$ cat src/rtl/bps_pkg.sv
// Shared constants and carrier types for the bridge PWM output stage.
// Assumes a classic Wishbone slave port with 32-bit data and byte addresses.
package bps_pkg;

	// ----------------------------------------------------------------
	// Register byte offsets
	// ----------------------------------------------------------------
	localparam logic [5:0] OFS_PERIOD     = 6'h00;
	localparam logic [5:0] OFS_TIMER_CTRL = 6'h04;
	localparam logic [5:0] OFS_TIMER_STAT = 6'h08;
	localparam logic [5:0] OFS_DUTY_LOW   = 6'h0C;
	localparam logic [5:0] OFS_DUTY_HIGH  = 6'h10;
	localparam logic [5:0] OFS_PWM_CTRL   = 6'h14;
	localparam logic [5:0] OFS_SD_CTRL    = 6'h18;
	localparam logic [5:0] OFS_DEADBAND   = 6'h1C;
	localparam logic [5:0] OFS_PORT_DIR   = 6'h20;
	localparam logic [5:0] OFS_TIMER_CNT  = 6'h24;

	// ----------------------------------------------------------------
	// Reset values
	// ----------------------------------------------------------------
	localparam logic [7:0] RST_PERIOD   = 8'hFF;
	localparam logic [7:0] RST_PWM_CTRL = 8'h00;
	localparam logic [7:0] RST_SD_CTRL  = 8'h00;
	localparam logic [7:0] RST_DEADBAND = 8'h00;
	localparam logic [3:0] RST_PORT_DIR = 4'hF;

	// ----------------------------------------------------------------
	// Field positions
	// ----------------------------------------------------------------
	localparam int BIT_RUN       = 2;
	localparam int BIT_SD_STATUS = 7;
	localparam logic [1:0] MODE_SINGLE   = 2'h0;
	localparam logic [1:0] MODE_FULL_FWD = 2'h1;
	localparam logic [1:0] MODE_HALF     = 2'h2;
	localparam logic [1:0] MODE_FULL_REV = 2'h3;
	localparam logic [1:0] PWM_SELECT    = 2'h3;

	// ----------------------------------------------------------------
	// Cycle counts
	// ----------------------------------------------------------------
	localparam logic [1:0] INST_LAST = 2'h3; // Four clocks per instruction cycle
	localparam logic [3:0] DIV_P1    = 4'h0;
	localparam logic [3:0] DIV_P4    = 4'h3;
	localparam logic [3:0] DIV_P16   = 4'hF;

	// ----------------------------------------------------------------
	// Carriers
	// ----------------------------------------------------------------
	typedef struct packed {
		logic        cyc;
		logic        stb;
		logic        we;
		logic [5:0]  adr;
		logic [3:0]  sel;
		logic [31:0] dat;
	} bps_wb_req_t;

	typedef struct packed {
		logic cmp1;
		logic cmp2;
		logic irq0;
	} bps_sd_src_t;

endpackage : bps_pkg

$ cat src/rtl/bps_sync.sv
// Three-stage synchroniser for the asynchronous shutdown sources.
// Assumes sources may change at any time relative to clock.
`timescale 1ns/1ns
module bps_sync (
	input  wire logic                 clock,
	input  wire logic                 reset,
	input  wire bps_pkg::bps_sd_src_t async_in,
	output bps_pkg::bps_sd_src_t      sync_out
);
	bps_pkg::bps_sd_src_t stage1;
	bps_pkg::bps_sd_src_t stage2;
	bps_pkg::bps_sd_src_t stage3;

	// ----------------------------------------------------------------
	// Chain and agreement
	// ----------------------------------------------------------------
	// Output follows only once the second and third stages agree
	always_ff @(posedge clock) begin
		if (reset) begin
			stage1   <= '0;
			stage2   <= '0;
			stage3   <= '0;
			sync_out <= '0;
		end else begin
			stage1 <= async_in;
			stage2 <= stage1;
			stage3 <= stage2;
			for (int i = 0; i < 3; i++) begin
				if (stage2[i] == stage3[i]) begin
					sync_out[i] <= stage3[i];
				end
			end
		end
	end

endmodule : bps_sync

$ cat src/rtl/bps_deadband.sv
// Turn-on delay for one half-bridge output.
// Assumes tick is a one-cycle pulse at the instruction rate.
`timescale 1ns/1ns
module bps_deadband (
	input  wire logic       clock,
	input  wire logic       reset,
	input  wire logic       tick,
	input  wire logic       source,
	input  wire logic [7:0] count,
	output logic            active
);
	logic [7:0] remain;

	// ----------------------------------------------------------------
	// Delay counter
	// ----------------------------------------------------------------
	// Falling edge passes at once, rising edge waits count ticks
	always_ff @(posedge clock) begin
		if (reset) begin
			active <= 1'b0;
			remain <= 8'h00;
		end else if (!source) begin
			active <= 1'b0;
			remain <= count;
		end else if (!active) begin
			if (remain == 8'h00) begin
				active <= 1'b1;
			end else if (tick) begin
				remain <= remain - 8'h01;
			end
		end
	end

endmodule : bps_deadband

$ cat src/rtl/bps_top.sv
// Bridge PWM output stage: period timer, duty compare, dead band, polarity
// and auto-shutdown, with registers on a classic Wishbone slave.
// Assumes comparator and interrupt-0 levels arrive asynchronously.
//
// Operation
// - Polarity bits choose active-high or active-low for each output pair.
// - Dead-band count sets instruction cycles between A and B edges.
// - Control holds mode, duty LSBs, polarity/mode; resets to zero.
// - Period from period register; duty from low byte plus control LSBs.
// - Period match starts a cycle and sets the match flag.
// - Auto-shutdown works in every PWM mode.
// - Selected comparator or interrupt-0 source disables outputs.
// - Shutdown drives pins to the programmed pair states.
// - Shutdown gates outputs without waiting for a PWM edge.
// - Shutdown present at cycle start suppresses the whole cycle.
// - Hardware sets shutdown status; only software clears it.
// - Writing one to shutdown status forces shutdown.
// - Source field selects none, comparators, interrupt 0, or combinations.
// - Pair state 00 low, 01 high, 1x tri-state.
// - Dead band delays only the inactive-to-active transition.
//
// Design decisions made here: the placing of the registers and the Wishbone interface to the registers.
`timescale 1ns/1ns
module bps_top (
	input  wire logic                 clock,
	input  wire logic                 reset,
	input  wire bps_pkg::bps_wb_req_t bus_req,
	output logic [31:0]               bus_dat_r,
	output logic                      bus_ack,
	input  wire bps_pkg::bps_sd_src_t sd_src,
	input  wire logic                 ext_irq0_enable,
	input  wire logic                 cmp1_enable,
	input  wire logic                 cmp2_enable,
	output logic [3:0]                bridge_out,
	output logic [3:0]                bridge_oe
);

	// ----------------------------------------------------------------
	// Declarations
	// ----------------------------------------------------------------
	logic [7:0]           timer_period_register;
	logic [2:0]           timer_control;
	logic                 timer_match_flag;
	logic [7:0]           duty_low_byte;
	logic [9:0]           duty_latched;
	logic [7:0]           pwm_control;
	logic [7:0]           shutdown_control;
	logic [7:0]           deadband_count;
	logic [3:0]           port_direction_bits;
	logic [7:0]           period_timer;
	logic [1:0]           timer_sub;
	logic [3:0]           prescale_cnt;
	logic [1:0]           inst_cnt;
	logic                 inst_tick;
	logic                 cycle_start;
	logic                 pwm_level;
	logic                 drive_on;
	logic                 db_a;
	logic                 db_b;
	bps_pkg::bps_sd_src_t sd_sync;
	logic                 wr_fire;
	logic                 rd_take;
	logic                 quarter_en;
	logic                 timer_step;
	logic                 period_match;
	logic                 pwm_mode;
	logic                 sd_trigger;
	logic                 sd_force;
	logic                 sd_now;
	logic [3:0]           act;
	logic [3:0]           next_out;
	logic [3:0]           next_oe;
	logic [7:0]           next_rdata;
	logic [1:0]           mode;
	logic [1:0]           pol;
	logic [1:0]           pss_ac;
	logic [1:0]           pss_bd;
	logic [3:0]           sd_oe_mask;

	// ----------------------------------------------------------------
	// Functions
	// ----------------------------------------------------------------
	// Prescale field to clocks-per-quarter minus one
	function automatic logic [3:0] presc_last(input logic [1:0] field);
		logic [3:0] r;
		r = bps_pkg::DIV_P16;
		if (field == 2'h0) begin
			r = bps_pkg::DIV_P1;
		end else if (field == 2'h1) begin
			r = bps_pkg::DIV_P4;
		end
		return r;
	endfunction : presc_last

	// Write strobe for one register offset
	function automatic logic reg_hit(input logic [5:0] ofs);
		return wr_fire && (bus_req.adr == ofs);
	endfunction : reg_hit

	// ----------------------------------------------------------------
	// Field views
	// ----------------------------------------------------------------
	assign mode     = pwm_control[7:6];
	assign pol      = pwm_control[1:0];
	assign pwm_mode = (pwm_control[3:2] == bps_pkg::PWM_SELECT);
	assign pss_ac   = shutdown_control[3:2];
	assign pss_bd   = shutdown_control[1:0];
	assign sd_oe_mask = ~port_direction_bits
		& ~{pss_bd[1], pss_ac[1], pss_bd[1], pss_ac[1]};

	// ----------------------------------------------------------------
	// Wishbone slave
	// ----------------------------------------------------------------
	// Write lands on the edge where ack is seen high
	assign wr_fire = bus_req.cyc && bus_req.stb && bus_req.we && bus_ack
		&& bus_req.sel[0];
	assign rd_take = bus_req.cyc && bus_req.stb && !bus_ack;

	// Read mux; unmapped offsets read as zero
	always_comb begin
		next_rdata = 8'h00;
		unique case (bus_req.adr)
			bps_pkg::OFS_PERIOD:     next_rdata = timer_period_register;
			bps_pkg::OFS_TIMER_CTRL: next_rdata = {5'h00, timer_control};
			bps_pkg::OFS_TIMER_STAT: next_rdata = {7'h00, timer_match_flag};
			bps_pkg::OFS_DUTY_LOW:   next_rdata = duty_low_byte;
			bps_pkg::OFS_DUTY_HIGH:  next_rdata = duty_latched[9:2];
			bps_pkg::OFS_PWM_CTRL:   next_rdata = pwm_control;
			bps_pkg::OFS_SD_CTRL:    next_rdata = shutdown_control;
			bps_pkg::OFS_DEADBAND:   next_rdata = deadband_count;
			bps_pkg::OFS_PORT_DIR:   next_rdata = {4'h0, port_direction_bits};
			bps_pkg::OFS_TIMER_CNT:  next_rdata = period_timer;
			default:                 next_rdata = 8'h00;
		endcase
	end

	// Ack one cycle after the request, dropped the cycle after
	always_ff @(posedge clock) begin
		if (reset) begin
			bus_ack   <= 1'b0;
			bus_dat_r <= 32'h0000_0000;
		end else begin
			bus_ack <= rd_take;
			if (rd_take) begin
				bus_dat_r <= {24'h00_0000, next_rdata};
			end
		end
	end

	// ----------------------------------------------------------------
	// Plain control registers
	// ----------------------------------------------------------------
	// Software-owned configuration
	always_ff @(posedge clock) begin
		if (reset) begin
			timer_period_register <= bps_pkg::RST_PERIOD;
			timer_control         <= 3'h0;
			duty_low_byte         <= 8'h00;
			pwm_control           <= bps_pkg::RST_PWM_CTRL;
			deadband_count        <= bps_pkg::RST_DEADBAND;
			port_direction_bits   <= bps_pkg::RST_PORT_DIR;
		end else begin
			if (reg_hit(bps_pkg::OFS_PERIOD)) begin
				timer_period_register <= bus_req.dat[7:0];
			end
			if (reg_hit(bps_pkg::OFS_TIMER_CTRL)) begin
				timer_control <= bus_req.dat[2:0];
			end
			if (reg_hit(bps_pkg::OFS_DUTY_LOW)) begin
				duty_low_byte <= bus_req.dat[7:0];
			end
			if (reg_hit(bps_pkg::OFS_PWM_CTRL)) begin
				pwm_control <= bus_req.dat[7:0];
			end
			if (reg_hit(bps_pkg::OFS_DEADBAND)) begin
				deadband_count <= bus_req.dat[7:0];
			end
			if (reg_hit(bps_pkg::OFS_PORT_DIR)) begin
				port_direction_bits <= bus_req.dat[3:0];
			end
		end
	end

	// ----------------------------------------------------------------
	// Instruction-rate enable
	// ----------------------------------------------------------------
	// Free-running divide by four for the dead-band ticks
	always_ff @(posedge clock) begin
		if (reset) begin
			inst_cnt <= 2'h0;
		end else begin
			inst_cnt <= inst_cnt + 2'h1;
		end
	end
	assign inst_tick = (inst_cnt == bps_pkg::INST_LAST);

	// ----------------------------------------------------------------
	// Period timer
	// ----------------------------------------------------------------
	assign quarter_en   = timer_control[bps_pkg::BIT_RUN]
		&& (prescale_cnt == presc_last(timer_control[1:0]));
	assign timer_step   = quarter_en && (timer_sub == 2'h3);
	assign period_match = timer_step && (period_timer == timer_period_register);

	// Prescaler, quarter count and timer; match restarts the period
	always_ff @(posedge clock) begin
		if (reset) begin
			prescale_cnt <= 4'h0;
			timer_sub    <= 2'h0;
			period_timer <= 8'h00;
			cycle_start  <= 1'b0;
		end else begin
			cycle_start <= period_match;
			if (!timer_control[bps_pkg::BIT_RUN] || quarter_en) begin
				prescale_cnt <= 4'h0;
			end else begin
				prescale_cnt <= prescale_cnt + 4'h1;
			end
			if (quarter_en) begin
				timer_sub <= timer_sub + 2'h1;
			end
			if (period_match) begin
				period_timer <= 8'h00;
			end else if (timer_step) begin
				period_timer <= period_timer + 8'h01;
			end
		end
	end

	// Match flag; a new match wins over a clear in the same cycle
	always_ff @(posedge clock) begin
		if (reset) begin
			timer_match_flag <= 1'b0;
		end else if (period_match) begin
			timer_match_flag <= 1'b1;
		end else if (reg_hit(bps_pkg::OFS_TIMER_STAT) && bus_req.dat[0]) begin
			timer_match_flag <= 1'b0;
		end
	end

	// ----------------------------------------------------------------
	// Duty compare
	// ----------------------------------------------------------------
	// Duty latched at cycle start, compared against ten-bit time
	always_ff @(posedge clock) begin
		if (reset) begin
			duty_latched <= 10'h000;
			pwm_level    <= 1'b0;
		end else begin
			if (period_match) begin
				duty_latched <= {duty_low_byte, pwm_control[5:4]};
			end
			pwm_level <= ({period_timer, timer_sub} < duty_latched);
		end
	end

	// ----------------------------------------------------------------
	// Dead band
	// ----------------------------------------------------------------
	// Turn-on of A and B each delayed, turn-off immediate
	bps_deadband u_db_a (
		.clock  (clock),
		.reset  (reset),
		.tick   (inst_tick),
		.source (pwm_level),
		.count  (deadband_count),
		.active (db_a)
	);

	bps_deadband u_db_b (
		.clock  (clock),
		.reset  (reset),
		.tick   (inst_tick),
		.source (!pwm_level),
		.count  (deadband_count),
		.active (db_b)
	);

	// ----------------------------------------------------------------
	// Shutdown
	// ----------------------------------------------------------------
	bps_sync u_sync (
		.clock    (clock),
		.reset    (reset),
		.async_in (sd_src),
		.sync_out (sd_sync)
	);

	// Source select: bit 4 comparator 1, bit 5 comparator 2, bit 6 irq0
	assign sd_trigger = pwm_mode && (
		(shutdown_control[4] && cmp1_enable && sd_sync.cmp1)
		|| (shutdown_control[5] && cmp2_enable && sd_sync.cmp2)
		|| (shutdown_control[6] && ext_irq0_enable && sd_sync.irq0));
	assign sd_force = reg_hit(bps_pkg::OFS_SD_CTRL)
		&& bus_req.dat[bps_pkg::BIT_SD_STATUS];
	assign sd_now = sd_trigger || sd_force
		|| shutdown_control[bps_pkg::BIT_SD_STATUS];

	// Status bit: hardware or a written one sets, written zero clears
	always_ff @(posedge clock) begin
		if (reset) begin
			shutdown_control <= bps_pkg::RST_SD_CTRL;
		end else begin
			if (reg_hit(bps_pkg::OFS_SD_CTRL)) begin
				shutdown_control[6:0] <= bus_req.dat[6:0];
			end
			if (sd_trigger || sd_force) begin
				shutdown_control[bps_pkg::BIT_SD_STATUS] <= 1'b1;
			end else if (reg_hit(bps_pkg::OFS_SD_CTRL)) begin
				shutdown_control[bps_pkg::BIT_SD_STATUS] <= 1'b0;
			end
		end
	end

	// Drive permit: dropped by shutdown, regained only at a clean cycle start
	always_ff @(posedge clock) begin
		if (reset) begin
			drive_on <= 1'b0;
		end else if (sd_now) begin
			drive_on <= 1'b0;
		end else if (cycle_start) begin
			drive_on <= 1'b1;
		end
	end

	// ----------------------------------------------------------------
	// Output steering
	// ----------------------------------------------------------------
	// Logical active levels per mode, index 0..3 is A..D
	always_comb begin
		act = 4'h0;
		unique case (mode)
			bps_pkg::MODE_SINGLE:   act = {3'h0, pwm_level};
			bps_pkg::MODE_FULL_FWD: act = {pwm_level, 2'h0, 1'b1};
			bps_pkg::MODE_HALF:     act = {2'h0, db_b, db_a};
			bps_pkg::MODE_FULL_REV: act = {1'b0, 1'b1, pwm_level, 1'b0};
		endcase
	end

	// Polarity, shutdown states and pin direction
	always_comb begin
		next_out = 4'h0;
		next_oe  = 4'h0;
		if (pwm_mode && (sd_now || !drive_on)) begin
			next_out = {pss_bd[0], pss_ac[0], pss_bd[0], pss_ac[0]};
			next_oe  = sd_oe_mask;
		end else if (pwm_mode) begin
			next_out = act ^ {pol[0], pol[1], pol[0], pol[1]};
			next_oe  = ~port_direction_bits;
		end
	end

	// Pin registers
	always_ff @(posedge clock) begin
		if (reset) begin
			bridge_out <= 4'h0;
			bridge_oe  <= 4'h0;
		end else begin
			bridge_out <= next_out;
			bridge_oe  <= next_oe;
		end
	end
endmodule : bps_top

$ cat config.mk
export PLATFORM = sky130hd
export DESIGN_NAME = bps_top
export DESIGN_NICKNAME = d
export VERILOG_FILES = /design/src/rtl/bps_pkg.sv /design/src/rtl/bps_sync.sv /design/src/rtl/bps_deadband.sv /design/src/rtl/bps_top.sv
export SDC_FILE = /design/constraint.sdc
export NUM_CORES = 1
export LEC_CHECK = 0
export BUFFER_PORTS_ARGS = -buffer_cell sky130_fd_sc_hd__buf_4
export CAP_MARGIN = 10
export CORE_MARGIN = 1.5
export CORE_UTILIZATION = 60
export DETAILED_ROUTE_END_ITERATION = 8
export MAX_ROUTING_LAYER = met4
export PLACE_DENSITY = 0.84
export SYNTH_ARGS = -nofsm -noshare
export SYNTH_HDL_FRONTEND = slang
export SYNTH_SLANG_ARGS = --single-unit
$ cat constraint.sdc
create_clock -name clock -period 4.7 [get_ports clock]
set_clock_uncertainty 0.2 [all_clocks]
set_input_delay 1.41 -clock clock [delete_from_list [all_inputs] [get_ports clock]]
set_output_delay 1.41 -clock clock [all_outputs]
set_load 0.02 [all_outputs]
==> results.cfg, run 1 <==
[worst_setup_path]
crit_chain = buf_4 -> nor4b_2 -> buf_4 -> and4bb_1 -> a2111oi_4 -> o21ai_0 -> nor2_1
critPathBufInv = 2
critPathArrivalTime_ns = 3.35
critPathTopFamily = compound AO/OA/AOI/OAI gates
crit_fanout = 11
crit_path_frequent_cell = buf_4
cp_slowest_cell = a2111oi_4
max_stage_delay_ns = 0.64
start_kind = primary input
path_class = in -> reg
cp.required_ns = 4.96
crit_path_end_kind = flop

[synth]
ys.flop_type = dfxtp_1
syn_area_um2 = 6032
netlist_instances = 660
yosys_warnings = 0
ys_types = 54
yosysMostFrequentCell = dfxtp_1
seq_area_frac_synth = 0.4115
avgSynthCellArea_um2 = 9.139
async_flop_share = 0
synth_common_cells = dfxtp_1 (124), nor2_1 (72), a21oi_1 (52), mux2i_1 (43), nand2_1 (39)
yosys.area.top_type = dfxtp_1
synth_area_leaders = dfxtp_1 (41%), mux2i_1 (7.1%), nor2_1 (4.5%)
ys_ff_latch = 124
synth_top_area_frac = 0.4115
synth-edff-count = 0

[route]
met3_length_mm = 1.179
vias = 5032
wl_met1_mm = 5.803
viasPerCell = 5.990
wl_met2_mm = 7.134
drt_pass1_iterations = 6
antenna_left = 0
wl_mm = 14.51
wire_per_inst_um = 17.27
drc = 0
drt_iter0_markers = 304
top_layer = met4

[clocking]
cts_tree = built
cts_sinks = 124
cts-root-buf = clkbuf_8
cts_max_level = 4
clock_latency_ns = 0.53
cts_inserted_buffers = 17
cts_buffer_depth = 2
post_cts_buffers = 0
hold_buffers = 0
clkTransAtPathRegs_ns = 0.06
cts.repair.resized = 0

[timing]
period_needed_ns = 3.090
worstMarginPinSlew_ns = 1.155
finalHoldViolCount = 0
rsz0062_at_grt = false
finalCritPeriodShare = 0.6574
max_freq_ghz = 0.3237
setup_violations = 0
relSlewSlack = 0.2290
tns_ns = 0
finalMaxSlewViolations = 0

[global_routing]
grt_pass1_vias = 4788
antenna_found_initial = 0
grt_max_degree = 88
overflow = 0
gr-usage-all-layers = 0.2930
grt_pass1_wl_mm = 22.79

[run_status]
status = completed

[placement]
dp_hpwl_mm = 9.830
globalplace.congestion = 0.8676
numPortBuffers = 42

[floorplanning]
die_height_um = 103.3
placementRows = 36
dieArea_um2 = 10660
coreArea_um2 = 9774
num_io_pins = 94
fp.dieW_um = 103.3
initial_core_util = 0.6171

[power_and_ir_drop]
leakage_nw = 2.782
switching_share = 0.2399
peakVddDrop_mv = 0.4352
pwr_density_cell_nw_per_um2 = 383.4
seq_power_share = 0.421
clock_power_share = 0.508
p_comb_frac = 0.071
power_switching_mw = 0.6362
p_int_mw = 2.016

[finish]
layout.nets = 764
drive_gt1_frac = 0.1443
area_growth_pct = 14.66
utilization = 0.7076
num-fill-cells = 720
antenna_cells = 0

[flow_run]
cap_viol_max_count = 0

[hold_path]
hp-class = reg -> reg
placed cells by master (no fill, tap or decap), drive strengths merged, types with 15 or more instances in the layout:
cell type,instances
a21oi,52
and3,15
buf,47
clkbuf,18
conb,24
dfxtp,124
ha,17
inv,29
mux2i,43
nand2,40
nand3,24
nor2,75
o21ai,20
xor2,20
cells by family after synthesis:
| logic type | Yosys count | synth area share |
|---|---|---|
| simple gates | 222 | 0.1956 |
| compound gates | 138 | 0.1504 |
| flops | 124 | 0.4115 |
| buf+inv | 81 | 0.07218 |
| mux | 49 | 0.09376 |
| xor+xnor | 28 | 0.04066 |
| fa+ha+maj | 17 | 0.03526 |
| other cells | 1 | 0.0006217 |
power by group through the flow:
stage               sequential (mW)  combinational [mW]  clock (mW)
global placement               1.13               0.180           0
CTS                            1.12               0.188        1.35
detailed placement             1.14               0.185           0
finish                         1.12               0.189        1.35
global route                   1.12               0.208        1.41
floorplan                      1.12               0.165           0
flip-flops by register name, indices dropped and copies added (netlist names), 2 cells and up:
signal / count
period_timer: 8
timer_period_register: 8
u_sync.stage3: 3
bridge_out: 4
shutdown_control: 8
u_sync.stage1: 3
duty_latched: 10
timer_control: 3
inst_cnt: 2
bus_dat_r: 8
deadband_count: 8
port_direction_bits: 4
u_db_b.remain: 8
u_db_a.remain: 8
prescale_cnt: 4
duty_low_byte: 8
pwm_control: 8
u_sync.sync_out: 3
u_sync.stage2: 3
bridge_oe: 4
timer_sub: 2
layout make-up:
class	count	area, µm²	share of cell area
multi-input cells	478	3207	0.4636
inverters	26	97.59	0.01411
well taps	133	166.4	0.02406
clock inverters	14	192.7	0.02786
repair buffers	47	352.8	0.05101
flip-flops and latches	124	2482	0.3589
clock buffers	18	417.9	0.06042
routing by layer:
layer	vias up	GRT usage
met5	-	-
met4	0	0.1455
met3	32	0.09476
met2	220	0.4767
met1	2408	0.3242
li1	2372	-
per-stage QoR:
step | worst slack [ns] | power [mW] | hold WS [ns] | std cells | area [µm²]
2_1_floorplan | 1.604 | 1.284 | 0.1992 | 683 | 6118
3_3_place_gp | 1.199 | 1.314 | 0.2073 | 808 | 6306
3_5_place_dp | 1.155 | 1.322 | 0.2139 | 808 | 6306
4_1_cts | 1.665 | 2.654 | 0.2220 | 840 | 6917
5_1_grt | 1.558 | 2.735 | 0.2542 | 840 | 6917
6_report | 1.610 | 2.652 | 0.2254 | 840 | 6917
worst paths after layout:
kind / start / endpoint / slack, ns / cells past startpoint
max: bus_req[40] / bridge_oe[1]$_SDFF_PP0_ / 1.61 / 7
min: inst_cnt[0]$_SDFF_PP0_ / inst_cnt[0]$_SDFF_PP0_ / 0.23 / 1
max reg2reg: timer_control[1]$_SDFFE_PP0P_ / duty_latched[2]$_SDFFE_PP0P_ / 2.34 / 6
min reg2reg: inst_cnt[0]$_SDFF_PP0_ / inst_cnt[0]$_SDFF_PP0_ / 0.23 / 1
(Power assumes the default switching activity.)
==> run 2, diff against run 1 <==
--- a/config.mk
+++ b/config.mk
@@ -8,10 +8,10 @@
 export BUFFER_PORTS_ARGS = -buffer_cell sky130_fd_sc_hd__buf_4
 export CAP_MARGIN = 10
 export CORE_MARGIN = 1.5
-export CORE_UTILIZATION = 60
+export CORE_UTILIZATION = 57
 export DETAILED_ROUTE_END_ITERATION = 8
 export MAX_ROUTING_LAYER = met4
-export PLACE_DENSITY = 0.84
+export PLACE_DENSITY = 0.8
 export SYNTH_ARGS = -nofsm -noshare
 export SYNTH_HDL_FRONTEND = slang
 export SYNTH_SLANG_ARGS = --single-unit
==> constraint.sdc (replaced) <==
create_clock -name clock -period 2.9 [get_ports clock]
set_clock_uncertainty 0.2 [all_clocks]
set_input_delay 0.87 -clock clock [delete_from_list [all_inputs] [get_ports clock]]
set_output_delay 0.87 -clock clock [all_outputs]
set_load 0.02 [all_outputs]
==> run 2 against run 1 <==
Compared with the run above: design area rose by 1.4%; sequential power rose by 61%; sequential cell count did not move; sequential share of layout area fell by 0.50 points; register-to-register slack got worse by 1.8 ns; critical path type is now reg -> reg; clock power rose by 56%; critical endpoint is now duty_latched[8]$_SDFFE_PP0P_; count of clock-buffer cells in the layout fell by 1; hold slack got worse by 0.0054 ns; final cell count rose by 1.9%; setup slack got worse by 1.0 ns; via count rose by 0.70%.
==> results.cfg, run 2 (synthesis gave the netlist of run 1 again) <==
[run_status]
status = completed

[power_and_ir_drop]
finalPower_mw = 4.237
pwr_density_cell_nw_per_um2 = 604.0
p_comb_frac = 0.080
leakage_nw = 2.849
seq_power_share = 0.424
peakVddDrop_mv = 0.3923
switching_share = 0.2476
p_int_mw = 3.188
power_switching_mw = 1.049
clock_power_share = 0.495

[worst_setup_path]
crit_chain = or3_1 -> a211oi_1 -> o211ai_1 -> buf_4 -> mux2i_1 -> nor2_1
path_class = reg -> reg
r2r-end = duty_latched[8]$_SDFFE_PP0P_
max_stage_delay_ns = 0.58
cp_slowest_cell = a211oi_1
crit_start = timer_control[0]$_SDFFE_PP0P_
start_kind = flop
timing.rr.start = timer_control[0]$_SDFFE_PP0P_
r2r_setup_slack_ns = 0.56
worstSetupPathDepth = 6
critPathArrivalTime_ns = 2.55
r2r_cells = 6
cp.required_ns = 3.12
crit_fanout = 12
critPathBufInv = 1
critPathTopFamily = compound AO/OA/AOI/OAI gates
crit_path_end_kind = flop
crit_end = duty_latched[8]$_SDFFE_PP0P_

[timing]
fin_hold_ws_ns = 0.2200
max_freq_ghz = 0.4280
finalHoldViolCount = 0
setup_violations = 0
relSlewSlack = 0.5699
worstMarginPinSlew_ns = 0.6398
finalMaxSlewViolations = 0
finalCritPeriodShare = 0.8056
period_needed_ns = 2.336
tns_ns = 0
rsz0062_at_grt = false

[placement]
globalplace.congestion = 0.8921
dp_hpwl_mm = 10.43
numPortBuffers = 42
placedInstanceArea_um2 = 6427
dp_cells = 825

[floorplanning]
die_height_um = 105.9
num_io_pins = 94
coreArea_um2 = 10280
placementRows = 37
initial_core_util = 0.5869
dieArea_um2 = 11210
fp.dieW_um = 105.9

[hold_path]
hp-class = reg -> reg

[global_routing]
grt_pass1_wl_mm = 24.35
grt_pass1_vias = 4986
grt_max_degree = 59
overflow = 0
antenna_found_initial = 0
gr-usage-all-layers = 0.2871

[finish]
final-instance-count-excl-fill = 856
area_growth_pct = 16.28
num-fill-cells = 806
final_common_cell = dfxtp_1
drive_gt1_frac = 0.1611
multiInputGateArea_um2 = 3207
layout.cells.most_common_list = dfxtp_1 (124), nor2_1 (72), buf_4 (60)
antenna_cells = 0
top_register = duty_latched
largest_reg_flops = 10
layout.nets = 778
regArea_um2 = 2482
fin_area_um2 = 7014

[route]
drc = 0
wire_per_inst_um = 17.68
wl_mm = 15.13
drt_pass1_iterations = 5
vias = 5067
viasPerCell = 5.919
antenna_left = 0
drt_iter0_markers = 346

[clocking]
cts_inserted_buffers = 17
cts_sinks = 124
clock_latency_ns = 0.53
clkTransAtPathRegs_ns = 0.06
cts.repair.resized = 0
cts_max_level = 4
hold_buffers = 0
post_cts_buffers = 0
cts_buffer_depth = 2
cts-root-buf = clkbuf_8
cts_tree = built

[flow_run]
cap_viol_max_count = 0
==> run 2: cell types whose count changed in the layout (fill, tap and decap cells not counted) <==
cell,before,now
clkinvlp_4,3,2
inv_6,3,1
bufinv_16,4,3
clkinv_4,1,5
buf_4,47,60
buf_12,0,1
clkbuf_1,1,0
==> run 2: worst min path at each step <==
| stage | depth (start not counted) | slack, ns | startpoint | to |
|---|---|---|---|---|
| after global routing | 1 | 0.25 | inst_cnt[0]$_SDFF_PP0_ | inst_cnt[0]$_SDFF_PP0_ |
| after CTS | 1 | 0.23 | inst_cnt[0]$_SDFF_PP0_ | inst_cnt[0]$_SDFF_PP0_ |
| after global placement | 1 | 0.21 | inst_cnt[0]$_SDFF_PP0_ | inst_cnt[0]$_SDFF_PP0_ |
| after floorplan | 1 | 0.20 | inst_cnt[0]$_SDFF_PP0_ | inst_cnt[0]$_SDFF_PP0_ |
| final | 1 | 0.22 | inst_cnt[0]$_SDFF_PP0_ | inst_cnt[0]$_SDFF_PP0_ |
| after detailed placement | 1 | 0.22 | inst_cnt[0]$_SDFF_PP0_ | inst_cnt[0]$_SDFF_PP0_ |
==> run 2: power by group through the flow <==
stage / sequential, mW / clock (mW) / combinational [mW]
floorplan: 1.81 / 0 / 0.267
global placement: 1.83 / 0 / 0.318
detailed placement: 1.83 / 0 / 0.334
CTS: 1.80 / 2.11 / 0.337
global route: 1.80 / 2.20 / 0.372
finish: 1.80 / 2.10 / 0.340
==> run 2: final cells by class <==
type / instances / area share
timing repair buffer: 61 / 0.06707
inverter: 26 / 0.01391
tap: 136 / 0.02426
clock buffer: 17 / 0.05904
clock inverter: 14 / 0.02462
sequential: 124 / 0.3539
multi-input combinational: 478 / 0.4572
==> run 2: per-layer routing <==
| layer | vias to the layer above | global-route usage | part of all wire |
|---|---|---|---|
| li1 | 2389 | - | - |
| met2 | 204 | 0.4907 | 0.52 |
| met1 | 2443 | 0.3298 | 0.40 |
| met3 | 31 | 0.06926 | 0.065 |
| met5 | - | - | 0 |
| met4 | 0 | 0.09749 | 0.017 |
==> run 2: through the flow <==
step	setup slack (ns)	util
6_report	0.5638	0.6825
5_1_grt	0.4745	0.6825
4_1_cts	0.5941	0.6825
3_5_place_dp	0.2164	0.6254
3_3_place_gp	0.2320	0.6254
2_1_floorplan	0.3443	-
